$ cat src/pkg/bmfd_pkg.sv
// Constants, types and helpers for the fragment decoder.
package bmfd_pkg;

  // ----------------------------------------------------------------
  // Word layout
  // ----------------------------------------------------------------
  localparam int WORD_W = 21;
  localparam logic [4:0] BITS_PER_WORD = 5'h15;
  localparam int NIB_W = 4;
  localparam int CHK_LSB = 0;
  localparam int CHK_W = 10;
  localparam int CONT_BIT = 10;
  localparam int FRAG_LSB = 11;
  localparam int NUM_LSB = 13;
  localparam int NUM_W = 6;
  localparam int RETR_BIT = 19;
  localparam int MAIL_BIT = 20;
  localparam int BLK_LSB = 0;
  localparam int DIR_BIT = 4;
  localparam int HDR_BIT = 5;
  localparam int SIG_LSB = 11;
  localparam logic [1:0] FRAG_INIT = 2'h3;
  localparam logic [1:0] FRAG_WRAP = 2'h2;
  localparam logic [3:0] BLK_BINARY = 4'h1;

  // ----------------------------------------------------------------
  // Register map and status layout
  // ----------------------------------------------------------------
  localparam logic [7:0] OFS_CTRL = 8'h00;
  localparam logic [7:0] OFS_STAT = 8'h04;
  localparam logic [7:0] OFS_MASK = 8'h08;
  localparam logic [7:0] OFS_INFO = 8'h0c;
  localparam logic [7:0] OFS_SIG = 8'h10;
  localparam logic CTRL_RST = 1'b1;
  localparam int ST_W = 5;
  localparam int ST_DONE = 0;
  localparam int ST_SIGERR = 1;
  localparam int ST_SEQERR = 2;
  localparam int ST_DIRERR = 3;
  localparam int ST_PAIR = 4;
  localparam logic [ST_W-1:0] MASK_RST = 5'h00;

  // Decoder sequencing states.
  typedef enum logic [1:0] {S_IDLE, S_SHIFT, S_DONE} bmfd_state_t;

  // Fragment number expected after the given one.
  function automatic logic [1:0] bmfd_frag_next(input logic [1:0] f);
    bmfd_frag_next = (f == FRAG_INIT || f == FRAG_WRAP) ? 2'h0 : f + 2'h1;
  endfunction : bmfd_frag_next

endpackage : bmfd_pkg

$ cat src/hw/bmfd_fill_finder.sv
// Locates the end of valid data in a fragment's last word.
`timescale 1ns/1ps
module bmfd_fill_finder (
  input wire logic [bmfd_pkg::WORD_W-1:0] word,
  output logic [4:0] count
);

  // ----------------------------------------------------------------
  // Fill search
  // ----------------------------------------------------------------
  // Returns one past the highest bit that differs from the top bit.
  function automatic logic [4:0] last_valid(input logic [bmfd_pkg::WORD_W-1:0] w);
    logic [4:0] c;
    c = 5'h00;
    for (int i = 0; i < bmfd_pkg::WORD_W - 1; i++) begin
      if (w[i] != w[bmfd_pkg::WORD_W-1]) begin
        c = 5'(i + 1);
      end
    end
    last_valid = c;
  endfunction : last_valid

  // A word of uniform polarity holds no data at all.
  always_comb begin
    count = last_valid(word);
  end

endmodule : bmfd_fill_finder

$ cat src/hw/bmfd_decoder.sv
// Hex/binary message fragment decoder with APB registers.
//
// The register addresses and the APB slave port were decided locally.
`timescale 1ns/1ps
module bmfd_decoder #(
  parameter int ADDR_W = 8
) (
  input wire logic REF_CLK,
  input wire logic RST_B,
  input wire logic PSEL,
  input wire logic PENABLE,
  input wire logic PWRITE,
  input wire logic [ADDR_W-1:0] PADDR,
  input wire logic [31:0] PWDATA,
  output logic [31:0] PRDATA,
  output logic PREADY,
  output logic PSLVERR,
  input wire logic WORD_VALID,
  input wire logic [bmfd_pkg::WORD_W-1:0] WORD_DATA,
  input wire logic WORD_LAST,
  output logic WORD_READY,
  output logic NIB_VALID,
  output logic [bmfd_pkg::NIB_W-1:0] NIB_DATA,
  output logic MSG_DONE,
  output logic [bmfd_pkg::NUM_W-1:0] MSG_NUM,
  output logic MSG_HDR,
  output logic DISP_RTL,
  output logic SIG_ERR,
  output logic IRQ
);

  // ----------------------------------------------------------------
  // Elaboration checks
  // ----------------------------------------------------------------
  if (ADDR_W < 5 || ADDR_W > 8) begin : g_bad_addr
    $error("ADDR_W must lie between 5 and 8.");
  end

  // ----------------------------------------------------------------
  // Declarations
  // ----------------------------------------------------------------
  bmfd_pkg::bmfd_state_t state; // Sequencer state.
  logic [bmfd_pkg::WORD_W-1:0] shreg; // Word being shifted out.
  logic [4:0] bit_pos; // Bits consumed of the current word.
  logic [4:0] bit_lim; // Valid bits of the current word.
  logic [4:0] fill_cnt; // Valid bits if this is the last word.
  logic last_word; // Current word closes the fragment.
  logic [1:0] word_idx; // Word position within the fragment.
  logic first_frag; // Current fragment opened the message.
  logic msg_active; // A message is in progress.
  logic cont; // Continued flag of this fragment.
  logic [1:0] frag_num; // Fragment number of this fragment.
  logic [bmfd_pkg::CHK_W-1:0] chk_rx; // Received checksum field.
  logic retr; // Retrieval flag.
  logic mail; // Mail drop flag.
  logic [3:0] blk_len; // Blocking length field.
  logic dir; // Raw display direction.
  logic [7:0] sig_rx; // Received signature.
  logic [1:0] nib_cnt; // Bits held in the nibble assembler.
  logic [2:0] nib_acc; // Lower bits of the nibble in progress.
  logic half; // A low nibble waits for its partner.
  logic [3:0] low_nib; // The waiting low nibble.
  logic [7:0] sum; // Running byte sum.
  logic [7:0] final_sum; // Sum with any odd nibble folded in.
  logic prev_hdr; // Previous message was a header.
  logic [bmfd_pkg::NUM_W-1:0] prev_num; // Previous message number.
  logic ctrl_en; // Decoder enable.
  logic [bmfd_pkg::ST_W-1:0] status; // Sticky event bits.
  logic [bmfd_pkg::ST_W-1:0] mask; // Interrupt mask.
  logic [bmfd_pkg::ST_W-1:0] stat_cap; // Status bits shown to a read.
  logic [bmfd_pkg::ST_W-1:0] events; // Events of this cycle.
  logic [7:0] addr; // Byte address, zero extended.
  logic take, hdr_take, ext_take, data_take; // Word acceptance classes.
  logic bit_step, word_end, frag_end, frag_cont, msg_start;
  logic seq_bad, dir_bad, pair_hit, sig_bad;
  logic acc, setup, mapped; // Bus phase decode.
  logic [31:0] next_rdata; // Read data selected in setup.

  // ----------------------------------------------------------------
  // Word acceptance and event decode
  // ----------------------------------------------------------------
  // Words are taken only while idle and enabled.
  assign WORD_READY = ctrl_en && (state == bmfd_pkg::S_IDLE);
  assign take = WORD_VALID && WORD_READY;
  assign hdr_take = take && (word_idx == 2'h0);
  assign ext_take = take && (word_idx == 2'h1) && first_frag;
  assign data_take = take && !hdr_take && !ext_take;
  assign bit_step = (state == bmfd_pkg::S_SHIFT) && (bit_pos != bit_lim);
  assign word_end = (state == bmfd_pkg::S_SHIFT) && (bit_pos == bit_lim);
  assign frag_end = (word_end && last_word) || (take && WORD_LAST && !data_take);
  assign frag_cont = hdr_take ? WORD_DATA[bmfd_pkg::CONT_BIT] : cont;
  assign msg_start = hdr_take &&
    (WORD_DATA[bmfd_pkg::FRAG_LSB +: 2] == bmfd_pkg::FRAG_INIT);

  // A later fragment must carry the successor number of an open message.
  assign seq_bad = hdr_take && !msg_start &&
    (!msg_active || WORD_DATA[bmfd_pkg::FRAG_LSB +: 2] != bmfd_pkg::bmfd_frag_next(frag_num));

  // Right-to-left is refused for binary blocking.
  assign dir_bad = ext_take && WORD_DATA[bmfd_pkg::DIR_BIT] &&
    (WORD_DATA[bmfd_pkg::BLK_LSB +: 4] == bmfd_pkg::BLK_BINARY);

  // An odd trailing nibble counts as a byte with a zero high half.
  assign final_sum = half ? sum + {4'h0, low_nib} : sum;
  assign sig_bad = (state == bmfd_pkg::S_DONE) && ((~final_sum) != sig_rx);
  assign pair_hit = (state == bmfd_pkg::S_DONE) && !MSG_HDR && prev_hdr &&
    (prev_num == MSG_NUM);

  // The fill finder looks at the incoming word.
  bmfd_fill_finder u_fill (
    .word (WORD_DATA),
    .count (fill_cnt)
  );

  // ----------------------------------------------------------------
  // Sequencer and bit shifter
  // ----------------------------------------------------------------
  // Data words are consumed one bit per clock, low bit first.
  always_ff @(posedge REF_CLK or negedge RST_B) begin
    if (!RST_B) begin
      state <= bmfd_pkg::S_IDLE;
      shreg <= '0;
      bit_pos <= 5'h00;
      bit_lim <= 5'h00;
      last_word <= 1'b0;
    end else begin
      case (state)
        bmfd_pkg::S_IDLE: begin
          if (data_take) begin
            // Only the closing word is trimmed of its fill.
            state <= bmfd_pkg::S_SHIFT;
            shreg <= WORD_DATA;
            bit_pos <= 5'h00;
            bit_lim <= WORD_LAST ? fill_cnt : bmfd_pkg::BITS_PER_WORD;
            last_word <= WORD_LAST;
          end else if (frag_end && !frag_cont) begin
            state <= bmfd_pkg::S_DONE;
          end
        end
        bmfd_pkg::S_SHIFT: begin
          if (bit_step) begin
            shreg <= shreg >> 1;
            bit_pos <= bit_pos + 5'h01;
          end else if (frag_end && !frag_cont) begin
            state <= bmfd_pkg::S_DONE;
          end else begin
            state <= bmfd_pkg::S_IDLE;
          end
        end
        bmfd_pkg::S_DONE: begin
          state <= bmfd_pkg::S_IDLE;
        end
        default: begin
          state <= bmfd_pkg::S_IDLE;
        end
      endcase
    end
  end

  // ----------------------------------------------------------------
  // Fragment first word
  // ----------------------------------------------------------------
  // Every fragment opens with checksum, flags and message number.
  always_ff @(posedge REF_CLK or negedge RST_B) begin
    if (!RST_B) begin
      word_idx <= 2'h0;
      first_frag <= 1'b0;
      msg_active <= 1'b0;
      cont <= 1'b0;
      frag_num <= bmfd_pkg::FRAG_INIT;
      chk_rx <= '0;
      MSG_NUM <= '0;
      retr <= 1'b0;
      mail <= 1'b0;
    end else begin
      if (hdr_take) begin
        // Checksum is kept for software; it is not recomputed here.
        cont <= WORD_DATA[bmfd_pkg::CONT_BIT];
        frag_num <= WORD_DATA[bmfd_pkg::FRAG_LSB +: 2];
        chk_rx <= WORD_DATA[bmfd_pkg::CHK_LSB +: bmfd_pkg::CHK_W];
        MSG_NUM <= WORD_DATA[bmfd_pkg::NUM_LSB +: bmfd_pkg::NUM_W];
        retr <= WORD_DATA[bmfd_pkg::RETR_BIT];
        mail <= WORD_DATA[bmfd_pkg::MAIL_BIT];
        first_frag <= msg_start;
        msg_active <= msg_start || msg_active;
      end
      if (frag_end) begin
        word_idx <= 2'h0;
        if (!frag_cont) begin
          msg_active <= 1'b0;
        end
      end else if (take && word_idx != 2'h2) begin
        word_idx <= word_idx + 2'h1;
      end
    end
  end

  // ----------------------------------------------------------------
  // First fragment extension word
  // ----------------------------------------------------------------
  // The reserved bits between header flag and signature are skipped.
  always_ff @(posedge REF_CLK or negedge RST_B) begin
    if (!RST_B) begin
      blk_len <= 4'h0;
      dir <= 1'b0;
      MSG_HDR <= 1'b0;
      sig_rx <= 8'h00;
    end else if (ext_take) begin
      blk_len <= WORD_DATA[bmfd_pkg::BLK_LSB +: 4];
      dir <= WORD_DATA[bmfd_pkg::DIR_BIT];
      MSG_HDR <= WORD_DATA[bmfd_pkg::HDR_BIT];
      sig_rx <= WORD_DATA[bmfd_pkg::SIG_LSB +: 8];
    end
  end

  // Right-to-left shows only for character blocking.
  assign DISP_RTL = dir && (blk_len != bmfd_pkg::BLK_BINARY);

  // ----------------------------------------------------------------
  // Nibble assembly and signature sum
  // ----------------------------------------------------------------
  // Four bits make a nibble; two nibbles make a byte of the sum.
  always_ff @(posedge REF_CLK or negedge RST_B) begin
    if (!RST_B) begin
      nib_cnt <= 2'h0;
      nib_acc <= 3'h0;
      half <= 1'b0;
      low_nib <= 4'h0;
      sum <= 8'h00;
      NIB_VALID <= 1'b0;
      NIB_DATA <= 4'h0;
    end else begin
      NIB_VALID <= 1'b0;
      if (msg_start) begin
        half <= 1'b0;
        sum <= 8'h00;
      end
      if (msg_start || frag_end) begin
        // Fragments end on a character boundary, so no bits are lost.
        nib_cnt <= 2'h0;
      end else if (bit_step) begin
        nib_cnt <= nib_cnt + 2'h1;
        if (nib_cnt == 2'h3) begin
          NIB_VALID <= 1'b1;
          NIB_DATA <= {shreg[0], nib_acc};
          half <= !half;
          if (half) begin
            sum <= sum + {shreg[0], nib_acc, low_nib};
          end else begin
            low_nib <= {shreg[0], nib_acc};
          end
        end else begin
          nib_acc[nib_cnt] <= shreg[0];
        end
      end
    end
  end

  // ----------------------------------------------------------------
  // Message verdict and header pairing
  // ----------------------------------------------------------------
  // The error stays up until the next message opens.
  always_ff @(posedge REF_CLK or negedge RST_B) begin
    if (!RST_B) begin
      SIG_ERR <= 1'b0;
      MSG_DONE <= 1'b0;
      prev_hdr <= 1'b0;
      prev_num <= '0;
    end else begin
      MSG_DONE <= (state == bmfd_pkg::S_DONE);
      if (sig_bad) begin
        SIG_ERR <= 1'b1;
      end else if (msg_start) begin
        SIG_ERR <= 1'b0;
      end
      // Only the message right before may be a header for this one.
      if (state == bmfd_pkg::S_DONE) begin
        prev_hdr <= MSG_HDR;
        prev_num <= MSG_NUM;
      end else if (msg_start && msg_active) begin
        prev_hdr <= 1'b0;
      end
    end
  end

  // ----------------------------------------------------------------
  // APB slave and interrupt
  // ----------------------------------------------------------------
  assign addr = 8'(PADDR);
  assign acc = PSEL && PENABLE;
  assign setup = PSEL && !PENABLE;
  assign mapped = (addr == bmfd_pkg::OFS_CTRL) || (addr == bmfd_pkg::OFS_STAT) ||
    (addr == bmfd_pkg::OFS_MASK) || (addr == bmfd_pkg::OFS_INFO) ||
    (addr == bmfd_pkg::OFS_SIG);
  assign PREADY = 1'b1;
  assign PSLVERR = acc && !mapped;

  // Events that set the sticky status bits.
  always_comb begin
    events = '0;
    events[bmfd_pkg::ST_DONE] = (state == bmfd_pkg::S_DONE);
    events[bmfd_pkg::ST_SIGERR] = sig_bad;
    events[bmfd_pkg::ST_SEQERR] = seq_bad;
    events[bmfd_pkg::ST_DIRERR] = dir_bad;
    events[bmfd_pkg::ST_PAIR] = pair_hit;
  end

  // Read data selection; unmapped words read as zero.
  always_comb begin
    next_rdata = 32'h0000_0000;
    case (addr)
      bmfd_pkg::OFS_CTRL: next_rdata[0] = ctrl_en;
      bmfd_pkg::OFS_STAT: next_rdata[bmfd_pkg::ST_W-1:0] = status;
      bmfd_pkg::OFS_MASK: next_rdata[bmfd_pkg::ST_W-1:0] = mask;
      bmfd_pkg::OFS_INFO: next_rdata[21:0] = {chk_rx, blk_len, DISP_RTL, MSG_HDR,
        mail, retr, cont, frag_num, first_frag};
      bmfd_pkg::OFS_SIG: next_rdata[23:0] = {final_sum, ~final_sum, sig_rx};
      default: next_rdata = 32'h0000_0000;
    endcase
  end

  // Read data is captured in the setup cycle.
  always_ff @(posedge REF_CLK or negedge RST_B) begin
    if (!RST_B) begin
      PRDATA <= 32'h0000_0000;
      stat_cap <= '0;
    end else if (setup && !PWRITE) begin
      PRDATA <= next_rdata;
      stat_cap <= (addr == bmfd_pkg::OFS_STAT) ? status : '0;
    end
  end

  // Writable control and mask registers.
  always_ff @(posedge REF_CLK or negedge RST_B) begin
    if (!RST_B) begin
      ctrl_en <= bmfd_pkg::CTRL_RST;
      mask <= bmfd_pkg::MASK_RST;
    end else if (acc && PWRITE) begin
      if (addr == bmfd_pkg::OFS_CTRL) begin
        ctrl_en <= PWDATA[0];
      end
      if (addr == bmfd_pkg::OFS_MASK) begin
        mask <= PWDATA[bmfd_pkg::ST_W-1:0];
      end
    end
  end

  // A read clears only what it showed; new events win over the clear.
  always_ff @(posedge REF_CLK or negedge RST_B) begin
    if (!RST_B) begin
      status <= '0;
    end else if (acc && !PWRITE && addr == bmfd_pkg::OFS_STAT) begin
      status <= (status & ~stat_cap) | events;
    end else begin
      status <= status | events;
    end
  end

  assign IRQ = |(status & mask);
endmodule : bmfd_decoder

$ cat config.mk
export PLATFORM = sky130hd
export DESIGN_NAME = bmfd_decoder
export DESIGN_NICKNAME = d
export VERILOG_FILES = /design/src/pkg/bmfd_pkg.sv /design/src/hw/bmfd_fill_finder.sv /design/src/hw/bmfd_decoder.sv
export SDC_FILE = /design/constraint.sdc
export NUM_CORES = 1
export LEC_CHECK = 0
export BUFFER_PORTS_ARGS = -buffer_cell sky130_fd_sc_hd__buf_2
export CAP_MARGIN = 5
export CORE_ASPECT_RATIO = 0.8
export CORE_MARGIN = 2
export CORE_UTILIZATION = 42
export DETAILED_ROUTE_END_ITERATION = 16
export GPL_ROUTABILITY_DRIVEN = 1
export PLACE_DENSITY = 0.61
export SKIP_CTS_REPAIR_TIMING = 1
export SYNTH_ARGS = -nofsm -noshare
export SYNTH_HDL_FRONTEND = slang
export SYNTH_SLANG_ARGS = --single-unit
$ cat constraint.sdc
create_clock -name REF_CLK -period 3.3 [get_ports REF_CLK]
set_clock_uncertainty 0.1 [all_clocks]
set_input_delay 0.33 -clock REF_CLK [delete_from_list [all_inputs] [get_ports REF_CLK]]
set_output_delay 0.33 -clock REF_CLK [all_outputs]
set_load 0.01 [all_outputs]
==> results_dict.tcl, run 1 <==
set metrics [dict create \
    cp-endpoint "SIG_ERR$_DFFE_PN0P_" \
    synth_common_cells "dfrtp_1 (142), nor2_1 (79), nand2_1 (74), mux2_2 (54), a21oi_1 (46)" \
    grt_pass1_wl_mm 29.4 \
    avgSynthCellArea_um2 10.2 \
    ff2ff_setup_slack_ns 0.59 \
    fin_area_um2 8530 \
    clkSlewWorstSetupHoldPaths_ns 0.06 \
    cp-start-kind "register" \
    track_usage 0.210 \
    dieWidth_um 152 \
    power.density_nw_per_um2 510 \
    synth_cell_types 61 \
    cts_buffer_depth 2 \
    place_ws_ns 0.666 \
    wl_met1_mm 9.04 \
    ys.flop_type "dfrtp_1" \
    wirelength_mm 18.4 \
    period_needed_ns 2.71 \
    startpoint "sum[0]$_DFF_PN0_" \
    r2r_end "SIG_ERR$_DFFE_PN0P_" \
    vias 5685 \
    crit_type "register to register" \
    clock_sinks 145 \
    cp.arrival_ns 2.91 \
    rsz0062_at_grt "no" \
    yosysTopAreaCell "dfrtp_1" \
    hold_viol_final 0 \
    wl_per_cell_um 17.9 \
    core_area_um2 17200 \
    dpl_cell_area_um2 7880 \
    die_height_um 122 \
    r2r_start "sum[0]$_DFF_PN0_" \
    maxCapViolations 0 \
    synth_top_cell_area_share 0.485 \
    yosysMostFrequentCell "dfrtp_1" \
    relSlewSlack 0.411 \
    diodes 0 \
    drc 0 \
    start_util 0.426 \
    critPathCaptureType "register" \
    drive_gt1_frac 0.239 \
    top_layer "met4" \
    ys_seq_elements 145 \
    drt_iter0_drc 528 \
    grt_max_degree 74 \
    io_buffers 82 \
    row_count 43 \
    synth_area_um2 7330 \
    via_per_inst 5.52 \
    leakagePower_nw 4.17 \
    totalNegativeSetupSlack_ns 0 \
    io_pins 119 \
    fill_cells 1595 \
    synth_seq_area_share 0.496 \
    synth.area.top_cells "dfrtp_1 (48%), mux2_2 (8.3%), nor2_1 (4.0%)" \
    grt_overflow_total 0 \
    required_ns 3.50 \
    setup_slack_ns 0.595 \
    die_area_um2 18500 \
    wl_met3_mm 1.12 \
    slowest_stage "fa_1" \
    antenna_found_initial 0 \
    worstSkewPairLatency_ns 0.42 \
    synthArstFlopShare 1.00 \
    path_cells "ha_1 -> fa_1 -> xnor2_1 -> nand2_1 -> o21ai_0 -> xor2_1 -> nor4_1 -> a31oi_1 -> a211o_1" \
    slowest_delay_ns 0.42 \
    setup_viol 0 \
    route.met2.wl_mm 8.16 \
    first_pass_iters 6 \
    htreeDepth 4 \
    cts_root_buf "clkbuf_16" \
    areaGrowthSynthToFinish_pct 16.4 \
    crit_fanout 3 \
    timing.final.crit_share 0.820 \
    ys_warn_count 0 \
    synth_edf_count 0 \
    dp_hpwl_mm 13.5 \
    vdd_drop_max_mv 0.361 \
    worst_pin_slew_ns 0.881 \
    min_path_type "primary input to register" \
    status "finished, final reports clean" \
    cts_tree "built" \
    fin_util 0.496 \
    grt_pass1_vias 5385 \
    fmax_ghz 0.370 \
    power_mw 4.35 \
    synthCells 720 \
    slew_violations 0 \
    final_nets 876 \
    detail-route-antenna-nets 0 \
    place.gp.congestion 0.843 \
    hp-start "PWDATA[3]" \
    r2r_cells 9 \
    numCtsBuffers 17 \
]
## placed cells by master, fill, tap and decap left out, types with 5 or more instances in the layout
cell type  netlist  layout
a21o_1           6       6
a21oi_1         46      46
a221oi_1        11      11
a222oi_1         6       6
and3_1           9       9
buf_2           11      81
buf_4           10       9
clkbuf_16        0      17
conb_1           2       9
dfrtp_1        142     142
ha_1            15      15
inv_1           16      16
mux2_2          54      54
mux2i_1         24      24
nand2_1         74      74
nand3_1         27      27
nand4_1          5       5
nor2_1          79      79
nor3_1           9       9
o21ai_0         43      43
or3_1            9       9
xnor2_1         17      17
xor2_1          19      19
## registers in the layout (all words and copies together) (netlist names), 3 cells and up
register / count
blk_len: 4
MSG_NUM: 6
PRDATA: 24
bit_lim: 5
bit_pos: 5
shreg: 21
sig_rx: 8
sum: 8
chk_rx: 10
NIB_DATA: 4
nib_acc: 3
prev_num: 6
status: 5
stat_cap: 5
mask: 5
low_nib: 4
## critical path, delay by kind of cell (launching register included)
family	cells	cell delay [ns]
AO/OA/AOI/OAI	3	0.67
adder cells (fa/ha/maj)	2	0.66
flip-flops	1	0.40
AND/OR/NAND/NOR	2	0.39
XOR/XNOR	2	0.37
## report_power, final
part | switching [mW] | internal (mW) | total, mW
Clock | 0.745 | 1.33 | 2.07
Sequential | 0.0641 | 1.86 | 1.92
Combinational | 0.217 | 0.140 | 0.357
## layer usage
metal / global-route usage / vias to the layer above
met2: 0.314 / 173
met1: 0.313 / 2833
li1: - / 2668
met3: 0.0464 / 11
met5: 0 / -
met4: 0.0440 / 0
## per-stage QoR
step,hold WS (ns),instances
global route,0.0179,1030
global placement,0.297,997
floorplan,-0.0656,727
CTS,-0.151,1029
finish,0.0352,1030
detailed placement,0.299,997
## cell type report
cell class / count / area, µm² / area share
sequential: 145 / 3630 / 0.426
multi-input combinational: 520 / 3420 / 0.400
timing repair buffer: 92 / 494 / 0.0579
clock buffer: 20 / 467 / 0.0547
tap: 225 / 282 / 0.0330
clock inverter: 12 / 180 / 0.0211
inverter: 16 / 60.1 / 0.00704
## worst min-delay path by stage
stage                                         to  slack (ns)  cells after the start
final                        mask[3]$_DFFE_PN0P_        0.04                      2
after detailed placement        sum[0]$_DFF_PN0_        0.30                      1
after global placement    PRDATA[12]$_DFFE_PN0P_        0.30                      1
after CTS                 nib_acc[2]$_DFFE_PN0P_       -0.15                      1
after floorplan               MSG_DONE$_DFF_PN0_       -0.07                      0
after global routing         mask[3]$_DFFE_PN0P_        0.02                      2
## cell families (layout without fill, tap and decap cells)
family                     count (synthesis)  in the layout  share of synthesized area
xor gates and xnor gates                  36             36                     0.0430
muxes                                     78             78                      0.116
other                                      2              9                    0.00102
buffers and inverters                     62            140                     0.0418
DFF                                      145            145                      0.496
adders and majority gates                 16             16                     0.0283
and+or+nand+nor                          241            241                      0.155
AOI/OAI and AO/OA                        140            140                      0.120
No activity file was read; power rests on OpenSTA's default activity.
==> inputs of run 2 (changes only) <==
- clock period: 3.3 -> 2.7 ns (I/O delays scaled with it)
==> run 2 against run 1 <==
- final cell count rose by 1.1%
- routed wire length rose by 1.6%
- core utilization rose by 0.45 points
- largest cell class unchanged
==> results_dict.tcl, run 2 (synthesized netlist as in run 1, its figures left out) <==
set metrics [dict create \
    numCtsBuffers 17 \
    timing.final.crit_share 0.922 \
    io_pins 119 \
    dieWidth_um 152 \
    vias 5680 \
    drt_iter0_drc 421 \
    slowest_delay_ns 0.38 \
    grt_pass1_vias 5491 \
    status "finished, final reports clean" \
    cp.depth 9 \
    grt_pass1_wl_mm 29.4 \
    required_ns 2.90 \
    hold_viol_final 0 \
    crit_fanout 3 \
    crit_type "register to register" \
    largest_reg_flops 24 \
    cp_num_buf_inv 0 \
    cp.arrival_ns 2.69 \
    worst_pin_slew_ns 0.890 \
    r2r_cells 9 \
    critPathCaptureType "register" \
    clkSlewWorstSetupHoldPaths_ns 0.06 \
    slowest_stage "dfrtp_1" \
    worstSkewPairLatency_ns 0.42 \
    totalNegativeSetupSlack_ns 0 \
    io_buffers 82 \
    fill_cells 1561 \
    maxCapViolations 0 \
    final_nets 887 \
    power.density_nw_per_um2 605 \
    fmax_ghz 0.402 \
    setup_viol 0 \
    drc 0 \
    die_height_um 122 \
    leakagePower_nw 4.22 \
    areaGrowthSynthToFinish_pct 17.5 \
    hold_depth 3 \
    wl_per_cell_um 18.0 \
    grt_overflow_total 0 \
    start_util 0.426 \
    largest-register "PRDATA" \
    cts_tree "built" \
    wirelength_mm 18.7 \
    via_per_inst 5.46 \
    core_area_um2 17200 \
    antenna_found_initial 0 \
    place.gp.congestion 0.845 \
    vdd_drop_max_mv 0.368 \
    diodes 0 \
    period_needed_ns 2.49 \
    final_common_cell "dfrtp_1" \
    final_cell_mix "dfrtp_1 (142), buf_2 (81), nor2_1 (79)" \
    die_area_um2 18500 \
    grt_max_degree 57 \
    cp_top_family "compound AO/OA/AOI/OAI gates" \
    slew_violations 0 \
    track_usage 0.212 \
    first_pass_iters 5 \
    row_count 43 \
    cts_root_buf "clkbuf_16" \
    rsz0062_at_grt "no" \
    fin_util 0.500 \
    cts_buffer_depth 2 \
    relSlewSlack 0.405 \
    clock_sinks 145 \
    htreeDepth 4 \
    drive_gt1_frac 0.243 \
    min_path_type "primary input to register" \
    cp-start-kind "register" \
    dp_hpwl_mm 13.8 \
    reg.largest.list "PRDATA: 24 flops, shreg: 21 flops, chk_rx: 10 flops" \
    path_cells "ha_1 -> fa_2 -> xnor2_1 -> nand2_1 -> o21ai_1 -> xor2_1 -> nor4_1 -> a31oi_1 -> a211o_1" \
    detail-route-antenna-nets 0 \
]
[run 2: path summary, 6_finish.rpt]
path | start | end | slack, ns
worst max register to register | low_nib[0]$_DFFE_PN0P_ | SIG_ERR$_DFFE_PN0P_ | 0.21
min in group asynchronous | RST_B | sum[6]$_DFF_PN0_ | 0.23
worst max-delay path | low_nib[0]$_DFFE_PN0P_ | SIG_ERR$_DFFE_PN0P_ | 0.21
max in group asynchronous | RST_B | shreg[2]$_DFFE_PN0P_ | 1.58
worst min-delay path | WORD_LAST | last_word$_DFFE_PN0P_ | 0.03
worst min register to register | stat_cap[0]$_DFFE_PN0P_ | stat_cap[0]$_DFFE_PN0P_ | 0.37
[run 2: cell type report]
class	instances	area, µm²	share of cell area
Tap cell	225	282	0.0327
Inverter	16	60.1	0.00698
Sequential cell	145	3630	0.422
Clock buffer	22	474	0.0551
Clock inverter	10	133	0.0154
Timing Repair Buffer	103	602	0.0699
Multi-Input combinational cell	520	3430	0.398
[run 2: worst reg2reg max path, cell delays in order, from the launching register on]
cell and delay (ns):
dfrtp_1 0.38, ha_1 0.25, fa_2 0.36, xnor2_1 0.20, nand2_1 0.07, o21ai_1 0.20, xor2_1 0.11, nor4_1 0.29
a31oi_1 0.14, a211o_1 0.28
[run 2: power by group]
| part | switching [mW] | total (mW) | leakage, nW | internal [mW] |
|---|---|---|---|---|
| combinational | 0.266 | 0.447 | 2.04 | 0.180 |
| clock | 0.891 | 2.41 | 0.304 | 1.52 |
| sequential | 0.0779 | 2.35 | 1.88 | 2.27 |
| total | 1.24 | 5.21 | 4.22 | 3.97 |
[run 2: metrics by stage]
stage | cell area [µm²] | total power, mW | instances | setup WS (ns) | hold WS, ns
after floorplan | 7350 | 2.61 | 727 | 0.360 | -0.126
final | 8610 | 5.21 | 1041 | 0.210 | 0.0314
after global placement | 7930 | 2.81 | 1003 | 0.122 | 0.103
after global routing | 8610 | 5.44 | 1041 | 0.0335 | 0.0270
after detailed placement | 7930 | 2.83 | 1003 | 0.132 | 0.115
after CTS | 8540 | 5.26 | 1035 | 0.102 | -0.337
[run 2: layer usage]
| metal | wire, µm | track usage | vias to the layer above |
|---|---|---|---|
| li1 | - | - | 2678 |
| met1 | 9070 | 0.317 | 2778 |
| met2 | 8110 | 0.305 | 201 |
| met3 | 1290 | 0.0483 | 23 |
| met4 | 274 | 0.0700 | 0 |
| met5 | 0 | 0 | - |
==> inputs of run 3 (changes only) <==
- REMOVE_ABC_BUFFERS: default -> 1
==> run 3 against run 2 <==
- combinational power barely moved
- largest power group is now sequential cells
- non-clock buffer count fell by 3
- design area decreased by 0.51%
- setup slack got worse by 0.029 ns
- final cell count fell by 0.29%
- sequential share of layout area is 0.22 points higher
- sequential cell count stayed put
- routed wire length down 2.7%
- critical path type unchanged
==> results_dict.tcl, run 3 (synthesized netlist as in run 1, its figures left out) <==
set metrics [dict create \
    status "finished, final reports clean" \
    io_buffers 82 \
    grt_use_met2 0.305 \
    clockPowerShare 0.457 \
    reg.largest.list "PRDATA: 24 flops, shreg: 21 flops, chk_rx: 10 flops" \
    wirelength_mm 18.2 \
    final_cell_mix "dfrtp_1 (142), buf_2 (81), nor2_1 (79)" \
    first_pass_iters 5 \
    p_seq_frac 0.456 \
    areaGrowthSynthToFinish_pct 16.9 \
    hold_depth 3 \
    cts_buffer_depth 2 \
    use_met1 0.300 \
    clock_sinks 145 \
    drt_iter0_drc 395 \
    min_path_type "primary input to register" \
    via_per_inst 5.46 \
    cts_root_buf "clkbuf_16" \
    grt_overflow_total 0 \
    power_switching_share 0.248 \
    critPathCaptureType "register" \
    cp.arrival_ns 2.72 \
    wl_per_cell_um 17.6 \
    htreeDepth 4 \
    final_nets 884 \
    crit_fanout 3 \
    start_util 0.426 \
    grt_util_met3 0.0442 \
    die_area_um2 18500 \
    detail-route-antenna-nets 0 \
    fmax_ghz 0.397 \
    final_common_cell "dfrtp_1" \
    io_pins 119 \
    cts_tree "built" \
    power.internal_mw 3.87 \
    setup_viol 0 \
    clkSlewWorstSetupHoldPaths_ns 0.06 \
    period_needed_ns 2.52 \
    crit_type "register to register" \
    r2r_end "status[1]$_DFF_PN0_" \
    diodes 0 \
    multiInputGateArea_um2 3430 \
    r2r_cells 9 \
    largest_reg_flops 24 \
    die_height_um 122 \
    hp-start "WORD_LAST" \
    vdd_drop_max_mv 0.415 \
    p_switching_mw 1.27 \
    hold-path-endpoint "last_word$_DFFE_PN0P_" \
    hold_viol_final 0 \
    row_count 43 \
    drc 0 \
    grt_pass1_vias 5355 \
    largest-register "PRDATA" \
    regArea_um2 3630 \
    core_area_um2 17200 \
    vias 5668 \
    slew_violations 0 \
    cp-start-kind "register" \
    place.gp.congestion 0.854 \
    grt_pass1_wl_mm 28.7 \
    dieWidth_um 152 \
    maxCapViolations 0 \
    ff2ff_setup_slack_ns 0.18 \
    antenna_found_initial 0 \
    totalNegativeSetupSlack_ns 0 \
    leakagePower_nw 4.18 \
    grt.busiest_layer "met2" \
    combPwrFrac 0.087 \
    grt_max_degree 59 \
    rsz0062_at_grt "no" \
    drive_gt1_frac 0.241 \
    relSlewSlack 0.460 \
    timing.final.crit_share 0.933 \
    dp_hpwl_mm 13.2 \
    track_usage 0.203 \
    fill_cells 1565 \
    worst_pin_slew_ns 0.807 \
    power.density_nw_per_um2 600 \
    numCtsBuffers 17 \
    r2r_start "low_nib[0]$_DFFE_PN0P_" \
    worstSkewPairLatency_ns 0.42 \
    required_ns 2.90 \
    fin_util 0.498 \
]
[run 3: area by class of cell]
class,instances,area share
clock buffer,21,0.0538
multi-input combinational,520,0.400
tap,225,0.0329
timing repair buffer,100,0.0673
clock inverter,11,0.0149
inverter,16,0.00701
sequential,145,0.424
[run 3: worst max-delay path by stage]
| stage | startpoint | end | cells past startpoint |
|---|---|---|---|
| 6_report | low_nib[0]$_DFFE_PN0P_ | status[1]$_DFF_PN0_ | 9 |
| 5_1_grt | sum[0]$_DFF_PN0_ | SIG_ERR$_DFFE_PN0P_ | 9 |
| 3_5_place_dp | low_nib[0]$_DFFE_PN0P_ | SIG_ERR$_DFFE_PN0P_ | 9 |
| 4_1_cts | low_nib[0]$_DFFE_PN0P_ | SIG_ERR$_DFFE_PN0P_ | 9 |
| 2_1_floorplan | state[1]$_DFFE_PN0P_ | sum[7]$_DFF_PN0_ | 5 |
| 3_3_place_gp | sum[0]$_DFF_PN0_ | SIG_ERR$_DFFE_PN0P_ | 9 |
[run 3: routing by layer]
layer  share of wire  routed length, µm
met4           0.012                212
met3           0.059               1070
met2            0.44               8070
met5               0                  0
met1            0.49               8880
[run 3: power groups by stage]
stage	Clock, mW	Combinational (mW)	Sequential [mW]
3_5_place_dp	0	0.440	2.38
6_report	2.35	0.446	2.35
3_3_place_gp	0	0.428	2.38
2_1_floorplan	0	0.208	2.38
4_1_cts	2.40	0.442	2.34
5_1_grt	2.49	0.502	2.36
[run 3: metrics by stage]
step                total power [mW]  setup WS [ns]  hold slack, ns  area (µm²)  cells
floorplan                       2.59         -0.689          -0.126        7110    681
global placement                2.81          0.168           0.173        7920   1001
detailed placement              2.82          0.129           0.187        7920   1001
CTS                             5.19          0.106          -0.264        8510   1033
global route                    5.35        0.00765          0.0117        8570   1038
finish                          5.14          0.181          0.0215        8570   1038
[run 3: critical path, cell delays in order, from the launching register on]
cell and delay [ns]:
dfrtp_1 0.38, ha_1 0.25, fa_1 0.41, xnor2_1 0.20, nand2_1 0.09, o21ai_2 0.11
xor2_1 0.11, nor4_2 0.30, a31oi_1 0.15, a211o_1 0.28
